### src/rtl/swcfg_map.svh
// register map, command codes, field positions and timing constants of the switch input configuration block
`ifndef SWCFG_MAP_SVH
`define SWCFG_MAP_SVH
`define SWCFG_FRAME_BITS 24
`define SWCFG_CMD_HI 23
`define SWCFG_CMD_LO 16
`define SWCFG_CMD_WAKE_PROG 8'h02
`define SWCFG_CMD_WAKE_GND 8'h03
`define SWCFG_CMD_LEVEL_PROG 8'h04
`define SWCFG_CMD_LEVEL_GND 8'h05
`define SWCFG_CMD_ANALOG 8'h06
`define SWCFG_CMD_TIMER_PROG 8'h07
`define SWCFG_CMD_TIMER_GND 8'h08
`define SWCFG_CMD_HIZ_PROG 8'h09
`define SWCFG_CMD_HIZ_GND 8'h0a
`define SWCFG_CMD_RESET 8'h7f
`define SWCFG_CHAN_HI 4
`define SWCFG_CUR_LO_BIT 5
`define SWCFG_CUR_HI_BIT 6
`define SWCFG_CHAN_NONE 5'h00
`define SWCFG_CHAN_GND0 5'h01
`define SWCFG_CHAN_PROG0 5'h0f
`define SWCFG_CHAN_LAST 5'h16
`define SWCFG_RST_PROG 8'hff
`define SWCFG_RST_GND 14'h3fff
`define SWCFG_RST_ANALOG 7'h00
`define SWCFG_WET_TIME_US 20000
`define SWCFG_CLK_MHZ 50
`endif

### src/rtl/swcfg_pkg.sv
// types shared by the switch input configuration block
package swcfg_pkg;
   typedef enum logic [1:0] {SWCFG_CUR_HIZ, SWCFG_CUR_LOW, SWCFG_CUR_HIGH} swcfg_cur_t;
endpackage : swcfg_pkg

### src/rtl/swcfg_wet_timer.sv
// one input's wetting timer: high current for a fixed time after a threshold crossing
`timescale 1ns/10ps
`default_nettype none
module swcfg_wet_timer #(
   parameter int CYCLES = 1000000
)
(
   // clock and reset
   input wire logic sysClk,
   input wire logic rstn,
   // control
   input wire logic crossing,
   input wire logic timerEn,
   // status
   output logic expired
);
   typedef struct packed
   {
      logic [31:0] count;
      logic done;
   } swcfg_wt_state_t;
   swcfg_wt_state_t st_reg;
   swcfg_wt_state_t st_next;
   initial
   begin
      if (CYCLES < 1) $error("wetting time must be at least one cycle");
   end
   always_comb
   begin
      st_next = st_reg;
      if (crossing)
      begin
         st_next.count = 32'h0;
         st_next.done = 1'b0;
      end
      else if (!st_reg.done)
      begin
         if (st_reg.count == 32'(CYCLES - 1))
            st_next.done = 1'b1;
         else
            st_next.count = st_reg.count + 32'h1;
      end
   end
   always_ff @(posedge sysClk)
   begin
      if (!rstn)
         st_reg <= '0;
      else
         st_reg <= st_next;
   end
   // a disabled timer never drops the current
   assign expired = st_reg.done & timerEn;
endmodule : swcfg_wet_timer
`default_nettype wire

### src/rtl/switch_input_config_regs.sv
// serial configuration registers and per-input current control of the switch detection device
`timescale 1ns/10ps
`default_nettype none
`include "swcfg_map.svh"
module switch_input_config_regs #(
   parameter int N_PROG = 8,
   parameter int N_GND = 14,
   parameter int WET_CYCLES = (`SWCFG_WET_TIME_US * `SWCFG_CLK_MHZ)
)
(
   // clock and reset
   input wire logic sys_clk,
   input wire logic rstn,
   // serial port from the host
   input wire logic serClk,
   input wire logic chipSelN,
   input wire logic serDataIn,
   // device state
   input wire logic normalMode,
   input wire logic logicSupplyOk,
   input wire logic sleepMode,
   // comparator outputs, one = closed
   input wire logic [N_PROG-1:0] progInputClosed,
   input wire logic [N_GND-1:0] groundOnlyInputClosed,
   // per-input current control
   output logic [N_PROG-1:0] progPullUpHigh,
   output logic [N_PROG-1:0] progPullUpLow,
   output logic [N_PROG-1:0] progHighImpedance,
   output logic [N_GND-1:0] groundOnlyPullUpHigh,
   output logic [N_GND-1:0] groundOnlyPullUpLow,
   output logic [N_GND-1:0] groundOnlyHighImpedance,
   // analog mux for the analog_out_pin buffer
   output logic [4:0] analogOutSelect,
   // status reported to the host, analog channel masked
   output logic [N_PROG-1:0] progStatus,
   output logic [N_GND-1:0] groundOnlyStatus,
   // events
   output logic alertN,
   output logic wakeReq
);
   localparam int N_ALL = N_PROG + N_GND;
   initial
   begin
      if (N_PROG != 8 || N_GND != 14) $error("command layout serves 8 and 14 inputs only");
      if (WET_CYCLES < 1) $error("wetting time too short");
   end

   // ----------------------------------------
   // state
   // ----------------------------------------
   typedef struct packed
   {
      logic [1:0] clkSync;
      logic [1:0] csSync;
      logic [1:0] sdSync;
      logic clkPrev;
      logic csPrev;
      logic [23:0] shift;
      logic [5:0] bitCnt;
      logic [N_PROG-1:0] wakeProg;
      logic [N_GND-1:0] wakeGnd;
      logic [N_PROG-1:0] levelProg;
      logic [N_GND-1:0] levelGnd;
      logic [N_PROG-1:0] timerProg;
      logic [N_GND-1:0] timerGnd;
      logic [N_PROG-1:0] hizProg;
      logic [N_GND-1:0] hizGnd;
      logic [6:0] analogSel;
      logic [N_ALL-1:0] closedPrev;
      logic [N_ALL-1:0] crossPulse;
      logic alertN;
      logic wake;
      logic [N_ALL-1:0] status;
   } swcfg_state_t;
   swcfg_state_t st_reg;
   swcfg_state_t st_next;

   logic [N_ALL-1:0] closedNow;
   logic [N_ALL-1:0] wetExpired;
   logic [N_ALL-1:0] analogHit;
   logic [N_ALL-1:0] pullHigh;
   logic [N_ALL-1:0] pullLow;
   logic [N_ALL-1:0] hiz;
   logic [N_ALL-1:0] timerEnAll;
   logic [N_ALL-1:0] wakeAll;
   logic [N_ALL-1:0] levelAll;
   logic [N_ALL-1:0] changed;
   logic [23:0] frame;
   logic [7:0] cmd;
   logic frameEnd;
   logic acceptCfg;
   logic [4:0] chan;
   swcfg_pkg::swcfg_cur_t anaCur;

   // ground-only inputs occupy the low bits, matching the channel numbering
   assign closedNow = {progInputClosed, groundOnlyInputClosed};
   assign timerEnAll = {st_reg.timerProg, st_reg.timerGnd};
   assign wakeAll = {st_reg.wakeProg, st_reg.wakeGnd};
   assign levelAll = {st_reg.levelProg, st_reg.levelGnd};
   assign frame = st_reg.shift;
   assign cmd = frame[`SWCFG_CMD_HI:`SWCFG_CMD_LO];
   assign chan = st_reg.analogSel[`SWCFG_CHAN_HI:0];

   // ----------------------------------------
   // wetting timers
   // ----------------------------------------
   genvar gi;
   generate
      for (gi = 0; gi < N_ALL; gi++)
      begin : g_wet
         swcfg_wet_timer #(
            .CYCLES(WET_CYCLES)
         ) u_timer (
            .sysClk(sys_clk),
            .rstn(rstn),
            .crossing(st_reg.crossPulse[gi]),
            .timerEn(timerEnAll[gi]),
            .expired(wetExpired[gi])
         );
      end
   endgenerate

   // ----------------------------------------
   // current selection
   // ----------------------------------------
   always_comb
   begin
      case ({st_reg.analogSel[`SWCFG_CUR_HI_BIT], st_reg.analogSel[`SWCFG_CUR_LO_BIT]})
         2'h1: anaCur = swcfg_pkg::SWCFG_CUR_LOW;
         2'h2: anaCur = swcfg_pkg::SWCFG_CUR_HIGH;
         default: anaCur = swcfg_pkg::SWCFG_CUR_HIZ;
      endcase
   end

   always_comb
   begin
      analogHit = '0;
      for (int i = 0; i < N_ALL; i++)
      begin
         // only codes 1..22 hit an input; code 0 and higher codes select nothing
         if (chan != `SWCFG_CHAN_NONE && chan <= `SWCFG_CHAN_LAST && 32'(chan) == i + 1)
            analogHit[i] = 1'b1;
      end
   end

   always_comb
   begin
      hiz = {st_reg.hizProg, st_reg.hizGnd};
      pullHigh = '0;
      pullLow = '0;
      for (int i = 0; i < N_ALL; i++)
      begin
         if (analogHit[i])
         begin
            // analog currents are pull-ups; direction of the source is fixed up by the pad
            hiz[i] = (anaCur == swcfg_pkg::SWCFG_CUR_HIZ);
            pullHigh[i] = (anaCur == swcfg_pkg::SWCFG_CUR_HIGH);
            pullLow[i] = (anaCur == swcfg_pkg::SWCFG_CUR_LOW);
         end
         else if (!hiz[i])
         begin
            if (levelAll[i] && !wetExpired[i])
               pullHigh[i] = 1'b1;
            else
               pullLow[i] = 1'b1;
         end
         // hiz[i] set: no current at all
      end
   end

   // ----------------------------------------
   // serial receive and register update
   // ----------------------------------------
   assign frameEnd = st_reg.csSync[1] & ~st_reg.csPrev;
   assign acceptCfg = frameEnd && st_reg.bitCnt == 6'(`SWCFG_FRAME_BITS)
      && normalMode && logicSupplyOk;
   assign changed = closedNow ^ st_reg.closedPrev;

   always_comb
   begin
      st_next = st_reg;
      st_next.clkSync = {st_reg.clkSync[0], serClk};
      st_next.csSync = {st_reg.csSync[0], chipSelN};
      st_next.sdSync = {st_reg.sdSync[0], serDataIn};
      st_next.clkPrev = st_reg.clkSync[1];
      st_next.csPrev = st_reg.csSync[1];
      if (st_reg.csSync[1])
         st_next.bitCnt = '0;
      else if (st_reg.clkSync[1] && !st_reg.clkPrev)
      begin
         st_next.shift = {st_reg.shift[22:0], st_reg.sdSync[1]};
         if (st_reg.bitCnt != 6'h3f)
            st_next.bitCnt = st_reg.bitCnt + 6'h01;
      end
      if (acceptCfg)
      begin
         case (cmd)
            `SWCFG_CMD_WAKE_PROG: st_next.wakeProg = frame[N_PROG-1:0];
            `SWCFG_CMD_WAKE_GND: st_next.wakeGnd = frame[N_GND-1:0];
            `SWCFG_CMD_LEVEL_PROG: st_next.levelProg = frame[N_PROG-1:0];
            `SWCFG_CMD_LEVEL_GND: st_next.levelGnd = frame[N_GND-1:0];
            `SWCFG_CMD_TIMER_PROG: st_next.timerProg = frame[N_PROG-1:0];
            `SWCFG_CMD_TIMER_GND: st_next.timerGnd = frame[N_GND-1:0];
            `SWCFG_CMD_HIZ_PROG: st_next.hizProg = frame[N_PROG-1:0];
            `SWCFG_CMD_HIZ_GND: st_next.hizGnd = frame[N_GND-1:0];
            `SWCFG_CMD_ANALOG: st_next.analogSel = frame[6:0];
            `SWCFG_CMD_RESET:
            begin
               st_next.wakeProg = `SWCFG_RST_PROG;
               st_next.wakeGnd = `SWCFG_RST_GND;
               st_next.levelProg = `SWCFG_RST_PROG;
               st_next.levelGnd = `SWCFG_RST_GND;
               st_next.timerProg = `SWCFG_RST_PROG;
               st_next.timerGnd = `SWCFG_RST_GND;
               st_next.hizProg = `SWCFG_RST_PROG;
               st_next.hizGnd = `SWCFG_RST_GND;
               st_next.analogSel = `SWCFG_RST_ANALOG;
            end
            default: ;
         endcase
      end

      // ----------------------------------------
      // change detection, alert and wake
      // ----------------------------------------
      st_next.closedPrev = closedNow;
      // comparators stay live in high impedance, so crossings and status keep flowing
      st_next.crossPulse = changed;
      st_next.status = closedNow & ~analogHit;
      st_next.wake = 1'b0;
      if (|(changed & wakeAll))
      begin
         if (sleepMode)
            st_next.wake = 1'b1;
         else if (normalMode)
            st_next.alertN = 1'b0;
      end
      else if (frameEnd)
         st_next.alertN = 1'b1;
   end

   always_ff @(posedge sys_clk)
   begin
      if (!rstn)
      begin
         st_reg <= '0;
         st_reg.clkSync <= 2'h0;
         st_reg.csSync <= 2'h3;
         st_reg.csPrev <= 1'b1;
         st_reg.wakeProg <= `SWCFG_RST_PROG;
         st_reg.wakeGnd <= `SWCFG_RST_GND;
         st_reg.levelProg <= `SWCFG_RST_PROG;
         st_reg.levelGnd <= `SWCFG_RST_GND;
         st_reg.timerProg <= `SWCFG_RST_PROG;
         st_reg.timerGnd <= `SWCFG_RST_GND;
         st_reg.hizProg <= `SWCFG_RST_PROG;
         st_reg.hizGnd <= `SWCFG_RST_GND;
         st_reg.analogSel <= `SWCFG_RST_ANALOG;
         st_reg.alertN <= 1'b1;
      end
      else
         st_reg <= st_next;
   end

   // ----------------------------------------
   // outputs
   // ----------------------------------------
   always_comb
   begin
      progPullUpHigh = pullHigh[N_ALL-1:N_GND];
      progPullUpLow = pullLow[N_ALL-1:N_GND];
      progHighImpedance = hiz[N_ALL-1:N_GND];
      groundOnlyPullUpHigh = pullHigh[N_GND-1:0];
      groundOnlyPullUpLow = pullLow[N_GND-1:0];
      groundOnlyHighImpedance = hiz[N_GND-1:0];
      analogOutSelect = (chan <= `SWCFG_CHAN_LAST) ? chan : `SWCFG_CHAN_NONE;
      progStatus = st_reg.status[N_ALL-1:N_GND];
      groundOnlyStatus = st_reg.status[N_GND-1:0];
      alertN = st_reg.alertN;
      wakeReq = st_reg.wake;
   end
endmodule : switch_input_config_regs
`default_nettype wire

### config.mk
export PLATFORM = sky130hd
export DESIGN_NAME = switch_input_config_regs
export DESIGN_NICKNAME = d
export VERILOG_FILES = /design/src/rtl/swcfg_pkg.sv /design/src/rtl/swcfg_wet_timer.sv /design/src/rtl/switch_input_config_regs.sv
export VERILOG_INCLUDE_DIRS = /design/src /design/src/rtl
export SDC_FILE = /design/constraint.sdc
export NUM_CORES = 2
export LEC_CHECK = 0
export BUFFER_PORTS_ARGS = -buffer_cell sky130_fd_sc_hd__buf_2
export CORE_UTILIZATION = 63
export DETAILED_ROUTE_END_ITERATION = 10
export PLACE_DENSITY = 0.77
export RECOVER_POWER = 50
export SLEW_MARGIN = 5
export SYNTH_ARGS = -nofsm -noshare
export SYNTH_HDL_FRONTEND = slang
export SYNTH_SLANG_ARGS = --single-unit
### constraint.sdc
create_clock -name sys_clk -period 3.2 [get_ports sys_clk]
set_clock_uncertainty 0.1 [all_clocks]
set_input_delay 0.32 -clock sys_clk [delete_from_list [all_inputs] [get_ports sys_clk]]
set_output_delay 0.32 -clock sys_clk [all_outputs]
set_load 0.01 [all_outputs]
**Yosys cells after proc, flatten, opt, wreduce, memory -nomap -nowiden**

Index checks and enable logic that the tools add are counted.

- Add/subtract/negate cells: 23
- Magnitude comparators: 1
- Equal/unequal tests: 62
- Mux-type cells: 236
- Bitwise logic cells: 74
- Reduce and logical (&&, ||, !) cells: 143

Operator list:

| operator | count |
|---|---|
| adder 32 x 1 -> 32 bit (second input constant) | 22 |
| == test 32 x 20 -> 1 bit (second input constant) | 22 |
| 2-to-1 mux 1 bit | 225 |
| one-hot mux 14 bit (2 select lines) | 4 |
| AND reduction 2 bit | 34 |
| one-hot mux 8 bit (2 select lines) | 4 |
| logical AND 1 bit | 49 |
| inverter 1 bit | 47 |
| OR reduction 2 bit | 23 |
| AND 22 bit | 2 |
| == test 5 x 4 -> 1 bit (second input constant) | 8 |
| == test 5 bit (second input constant) | 7 |
| == test 8 x 3 -> 1 bit (second input constant) | 4 |
| == test 8 x 4 -> 1 bit (second input constant) | 3 |
| AND 1 bit | 23 |
| logical NOT 1 bit | 23 |
| inverter 22 bit | 1 |
| OR reduction 22 bit | 1 |
| XOR 22 bit | 1 |
| == test 5 x 3 -> 1 bit (second input constant) | 4 |
| nonzero test 2 bit | 10 |
| == test 8 x 2 -> 1 bit (second input constant) | 2 |
| one-hot mux 7 bit (2 select lines) | 1 |
| == test 5 x 2 -> 1 bit (second input constant) | 2 |
| 14 further kinds | 17 |

- Register bits after elaboration: 927
- Output and inout port bits: 95
- Word-level logic and storage cells: 604

**Longest topological paths before layout**

- Depth after elaboration: 6
- Mapped depth: 8
- Gate-level depth less buffers: 7

**Hierarchy**

Synthesis repeated with hierarchy kept, for this count alone.

- Cells, all modules: 5599
- Area, all modules: 47157.7 um^2

By module, submodules not included:

| module | instances | cells an instance | area each (um^2) | seq. area each (um^2) |
|---|---|---|---|---|
| swcfg_wet_timer (g_wet[0].u_timer ...) | 21 | 211 | 1746.7 | 660.6 |
| switch_input_config_regs | 1 | 939 | 8597.0 | 4023.9 |
| swcfg_wet_timer (g_wet[9].u_timer) | 1 | 229 | 1880.6 | 660.6 |

**Worst setup path after synthesis**

No wires, ideal clock.

- Kind: flip-flop to flip-flop
- From: register g_wet[8].u_timer.st_reg[1] (netlist name)
- To: register g_wet[8].u_timer.st_reg[31] (netlist name)
- Library setup time: 0.071 ns
- Arrival: 2.269 ns
- Required time: 3.029 ns
- Slack: 0.760 ns
- Cell stages (with the launch flop): 9
- Path buffers: 2
- Clock period less this slack: 2.440 ns
- Path through: dfxtp_1 -> ha_1 -> inv_1 -> or4_4 -> buf_6 -> or4_1 -> clkbuf_2 -> or3_1 -> a21oi_1

- Longest elaborated chain between the ends: 3
- Elaborated cells on any way between the ends: 4
- Those cells by class: 1 x add/sub; 1 x eq/ne; 1 x bitwise; 1 x reduce/logical

Ends and longest elaborated chain:

| what | RTL line | source |
|---|---|---|
| from (decl) | swcfg_wet_timer.sv:22 | `swcfg_wt_state_t st_reg;` |
| from (signal assigned) | swcfg_wet_timer.sv:49 | `st_reg <= st_next;` |
| branches (longest 3 deep; another with adder 32 x 1 -> 32 bit) | - |  |

Parallel ways; which one is timed is not known.
A chain may end at the register's enable or synchronous reset.

**Final worst setup path**

- From: register st_reg[73] (netlist name)
- To: output port progHighImpedance[6]

- Longest elaborated chain between the ends: 4
- Elaborated cells on any way between the ends: 5
- Those cells by class: 2 x eq/ne; 2 x mux; 1 x reduce/logical

Ends and longest elaborated chain:

| what | RTL line | source |
|---|---|---|
| from (decl) | switch_input_config_regs.sv:75 | `swcfg_state_t st_reg;` |
| from (signal assigned) | switch_input_config_regs.sv:262 | `st_reg <= st_next;` |
| == test 2 bit / == test 2 x 1 -> 1 bit (equally long branches) | switch_input_config_regs.sv:128 | `` case ({st_reg.analogSel[`SWCFG_CUR_HI_BIT], st_reg.analogSel[`SWCFG_CUR_LO_BIT]}) `` |
| one-hot mux 2 bit (2 select lines) * | switch_input_config_regs.sv:128 |  |
| logical NOT 2 bit * | switch_input_config_regs.sv:156 | `hiz[i] = (anaCur == swcfg_pkg::SWCFG_CUR_HIZ);` |
| 2-to-1 mux 1 bit * | switch_input_config_regs.sv:153 | `if (analogHit[i])` |
| to (decl) | switch_input_config_regs.sv:28 | `output logic [N_PROG-1:0] progHighImpedance,` |

Every way passes the cells marked *; elsewhere a longest branch is shown, timed or not.

==> flow_results.org <==
** Yosys
- By area, the combinational part of the netlist is dominated by simple AND/OR/NAND/NOR gates.
- Cell taking the most area after synthesis :: sky130_fd_sc_hd__dfxtp_1
- During synthesis, Yosys emitted a total of 0 warnings.
- In this run, synthesis produced a sequential element count of 927.
- Fraction of the mapped netlist area in compound gates :: 0.1261
- Post-Syn Instances :: 5109
- Synth area leaders :: sky130_fd_sc_hd__dfxtp_1 (43%), sky130_fd_sc_hd__nand2_1 (4.3%), sky130_fd_sc_hd__nor2_1 (4.0%)
- Total nets after synthesis :: 5165
- In this run, distinct cell masters in the synthesized netlist total 72.
- Post-synthesis adder-cell area fraction :: 0.007554
- Measured against the total synthesized area, the mux share comes to 0.01450.
- For this run, the register share of the synthesized area comes to 0.4309.
- Share of synthesized registers carrying an async set or reset :: 0
- The share of synthesized area in the top cell type comes to 0.4309.
- Mean instance size in the synthesized netlist :: 8.429 µm²
- Counting flops with a built-in enable in the synthesized netlist gives 0.
- Commonest register cell after synthesis :: sky130_fd_sc_hd__dfxtp_1
- Area share of and/or/nand/nor cells after synthesis :: 0.3164
- Of the total synthesized cell area, the portion taken by XOR and XNOR cells is 0.07281.
- Summing every instance area after synthesis gives 43060 µm².

** Floorplanning
- 125 I/O pins were placed.
- Measured along the y axis, the die boundary spans 263.5 µm.
- After floorplanning, the core was sized to cover 67400 µm².
- The floorplan has 95 rows.
- Initial Utilization :: 0.6390
- Width of the die :: 263.5 µm
- Die outline area :: 69410 µm²

** Hold path
- Hold Path Depth :: 2
- Hold worst-path end :: st_reg[113]
- In this run the most critical hold path is launched from rstn.
- Min-delay worst type :: primary input to register

** Worst setup path
- The worst register-to-register path ends at levelAll[4].
- The worst setup path is of the register to output pin kind.
- STA classifies the critical path endpoint as an output pin.
- R2r startpoint :: frame[20]
- Delay of the slowest cell on the worst path :: 1.09 ns
- Data required time at the worst endpoint :: 2.78 ns
- Data arrival time at the worst-slack endpoint :: 2.73 ns
- Along the worst path, the maximum fanout reaches 18.
- The cell family contributing the most delay on the critical path is adder cells.
- In this run the register-to-register setup slack is 0.51 ns.
- The worst setup path is launched from a register.
- Number of buffers and inverters on the critical path :: 3
- Cell-by-cell listing of the critical path :: inv_1, ha_1, buf_4, mux2_2, buf_2
- Highest-delay cell along the critical path :: sky130_fd_sc_hd__ha_1
- Crit path from :: st_reg[73]
- Worst R2R Path Depth :: 6

** GRT
- Total Routing Usage GR :: 0.2906
- Wire length of the first global-routing pass :: 170600 µm
- Maximum number of pins on one net before global-route repair :: 61
- Congestion Overflow GR :: 0
- The number of global-route vias before repair is 34209.
- The number of antenna violations at the first check in global routing was 5.

** Finish
- Layout area overhead :: 11.57%
- Final design instance area without fill :: 48050 µm²
- Leaving out fill and tap cells, the most frequent cell in the layout is sky130_fd_sc_hd__dfxtp_1.
- Footprint of the multi-input gates :: 23180 µm²
- Number of flip-flops in the largest register :: 726
- Counting the fill cells in the layout gives 5294.
- Nets :: 5261
- Highest-count cells in the layout ignoring fill and taps :: sky130_fd_sc_hd__dfxtp_1 (927), sky130_fd_sc_hd__nand2_1 (498), sky130_fd_sc_hd__nor2_1 (460)
- Share of final-layout standard cells stronger than drive strength 1 :: 0.07569
- The sequential cells in the finished layout cover a total of 18560 µm².

** Place
- Once placement finished, the instance area stood at 44500 µm².
- In this run the tool buffered the top-level ports with 124 buffer cells.
- Routability-driven placement finished with a final weighted congestion of 0.9067.
- After legalization and detailed placement, the total HPWL measured 70420 µm.

** Timing
- Setup violations remaining at the end of the flow were counted as 0.
- The final number of hold-violating endpoints was 0.
- Setup total negative slack on the finished layout was measured at 0 ns.
- Max Slew Vio Count :: 0
- Setup repair after global routing left no endpoint under its margin.
- Share of the clock period used by the worst path after layout :: 0.9839
- For the pin with the worst max-slew slack, the measured transition is 1.435 ns.
- Worst slew margin relative to its limit :: 0.04306
- For this run, the top clock speed supported by timing is 0.3176 GHz.
- Subtracting the final worst setup slack from the clock period gives 3.148 ns.

** Drt
- In the routed layout, each cell is associated on average with a via count of 6.151.
- Aggregate routed wire length :: 103700 µm
- The routed layout has 37890 vias.
- In this run, the number of DRC markers left after iteration 0 of detailed routing was 2945.
- In the final routed layout, each cell accounts on average for 16.84 µm.
- Post-detailed-route count of antenna-violating nets :: 0
- After detailed routing, the number of remaining DRC violations is 0.
- First-pass iteration count of the detailed router :: 8

** Power and ir drop
- The analysis attributes to cell leakage a power of 16.44 nW.
- Dividing total power by cell area gives a power density of 509.8 nW/µm².
- Max IR drop VDD :: 0.4636 mV

** Clock network
- Clock tree synthesis found a total of 927 sinks.
- The cell sitting at the root of the clock tree is a sky130_fd_sc_hd__clkbuf_16.
- TritonCTS created 97 clock buffers.
- Clock tree from TritonCTS :: done
- In this run the number of H-tree levels came out at 3.
- Counting along the longest clock path gives a buffer depth of 3.
- After clock tree synthesis, the setup repair step added 0 buffers.
- Clock latency on the worst-skew pair, taken at its later pin, is 0.65 ns.
- Clock-pin transition on the worst setup and hold timing paths :: 0.06 ns

** Outcome
- The run finished with clean final reports.

** Run
- Max_cap viols :: 0
[final cells by class]
type	instances	share of cell area
antenna	2	0.0001042
clock buffer	137	0.06151
clock inverter	42	0.01078
inverter	98	0.007656
multi-input combinational	3844	0.4825
sequential	927	0.3862
tap	873	0.02273
timing repair buffer	237	0.02851
[cells in the mapped netlist, drive strengths merged, types with 25 or more instances]
cell type and n:
and3 81, o21ai 223, nor2b 45, nand2 498
nor3 94, nand2b 54, o31ai 84, clkbuf 193
and2 112, mux2 35, xor2 187, or3 201
and4 108, inv 98, ha 26, o211ai 110
a31o 25, buf 47, or4 123, nor4 158
nand4 202, a21oi 305, a31oi 26, dfxtp 927
nor2 460, nor4b 35, nand3 268, xnor2 171
a21boi 31
[stage by stage]
stage	worst slack [ns]	std cells	utilization	total power (W)	hold WS, ns
finish	0.05157	6160	0.7129	0.02449	0.02442
global route	0.00009148	6159	0.7129	0.02519	0.02750
CTS	0.06209	6158	0.7158	0.02464	0.0003050
detailed placement	0.6422	5952	0.6603	0.01270	0.2964
global placement	0.7193	5952	0.6603	0.01268	0.2936
floorplan	0.7600	5109	-	0.01247	0.2863
[kinds of logic after synthesis]
group | count (synthesis)
compound gates | 887
xor+xnor | 358
fa+ha+maj | 26
buf+inv | 338
flops | 927
mux | 58
simple gates | 2515
[power by group]
group / leakage, nW / switching [W] / total, W / internal (W)
combinational: 7.24 / 0.000484 / 0.000705 / 0.000221
sequential: 7.50 / 0.0000947 / 0.0118 / 0.0117
clock: 1.70 / 0.00472 / 0.0120 / 0.00731
total: 16.4 / 0.00530 / 0.0245 / 0.0192
[what timing repair did]
action	CTS	global route
hold buffers	27	0
hold endpoints to repair	52	0
endpoints found under the setup margin	0	1
gates resized for setup	0	1
[worst max path at each step]
stage / depth (start not counted) / end / slack, ns
floorplan: 8 / g_wet[8].u_timer.st_reg[31] / 0.76
detailed placement: 6 / g_wet[8].u_timer.st_reg[31] / 0.64
CTS: 5 / progHighImpedance[4] / 0.06
finish: 5 / progHighImpedance[6] / 0.05
global placement: 6 / g_wet[8].u_timer.st_reg[29] / 0.72
global route: 5 / groundOnlyHighImpedance[6] / 0.00009
[metal layers]
| layer | routed length (µm) | part of all wire | up-vias | GRT usage |
|---|---|---|---|---|
| met4 | 3274 | 0.032 | 6 | 0.1018 |
| met5 | 44 | 0.00042 | - | 0 |
| met1 | 46870 | 0.45 | 17926 | 0.4021 |
| met3 | 6987 | 0.067 | 184 | 0.04901 |
| met2 | 46550 | 0.45 | 963 | 0.4570 |
| li1 | - | - | 18811 | - |
(Power assumes the default switching activity.)
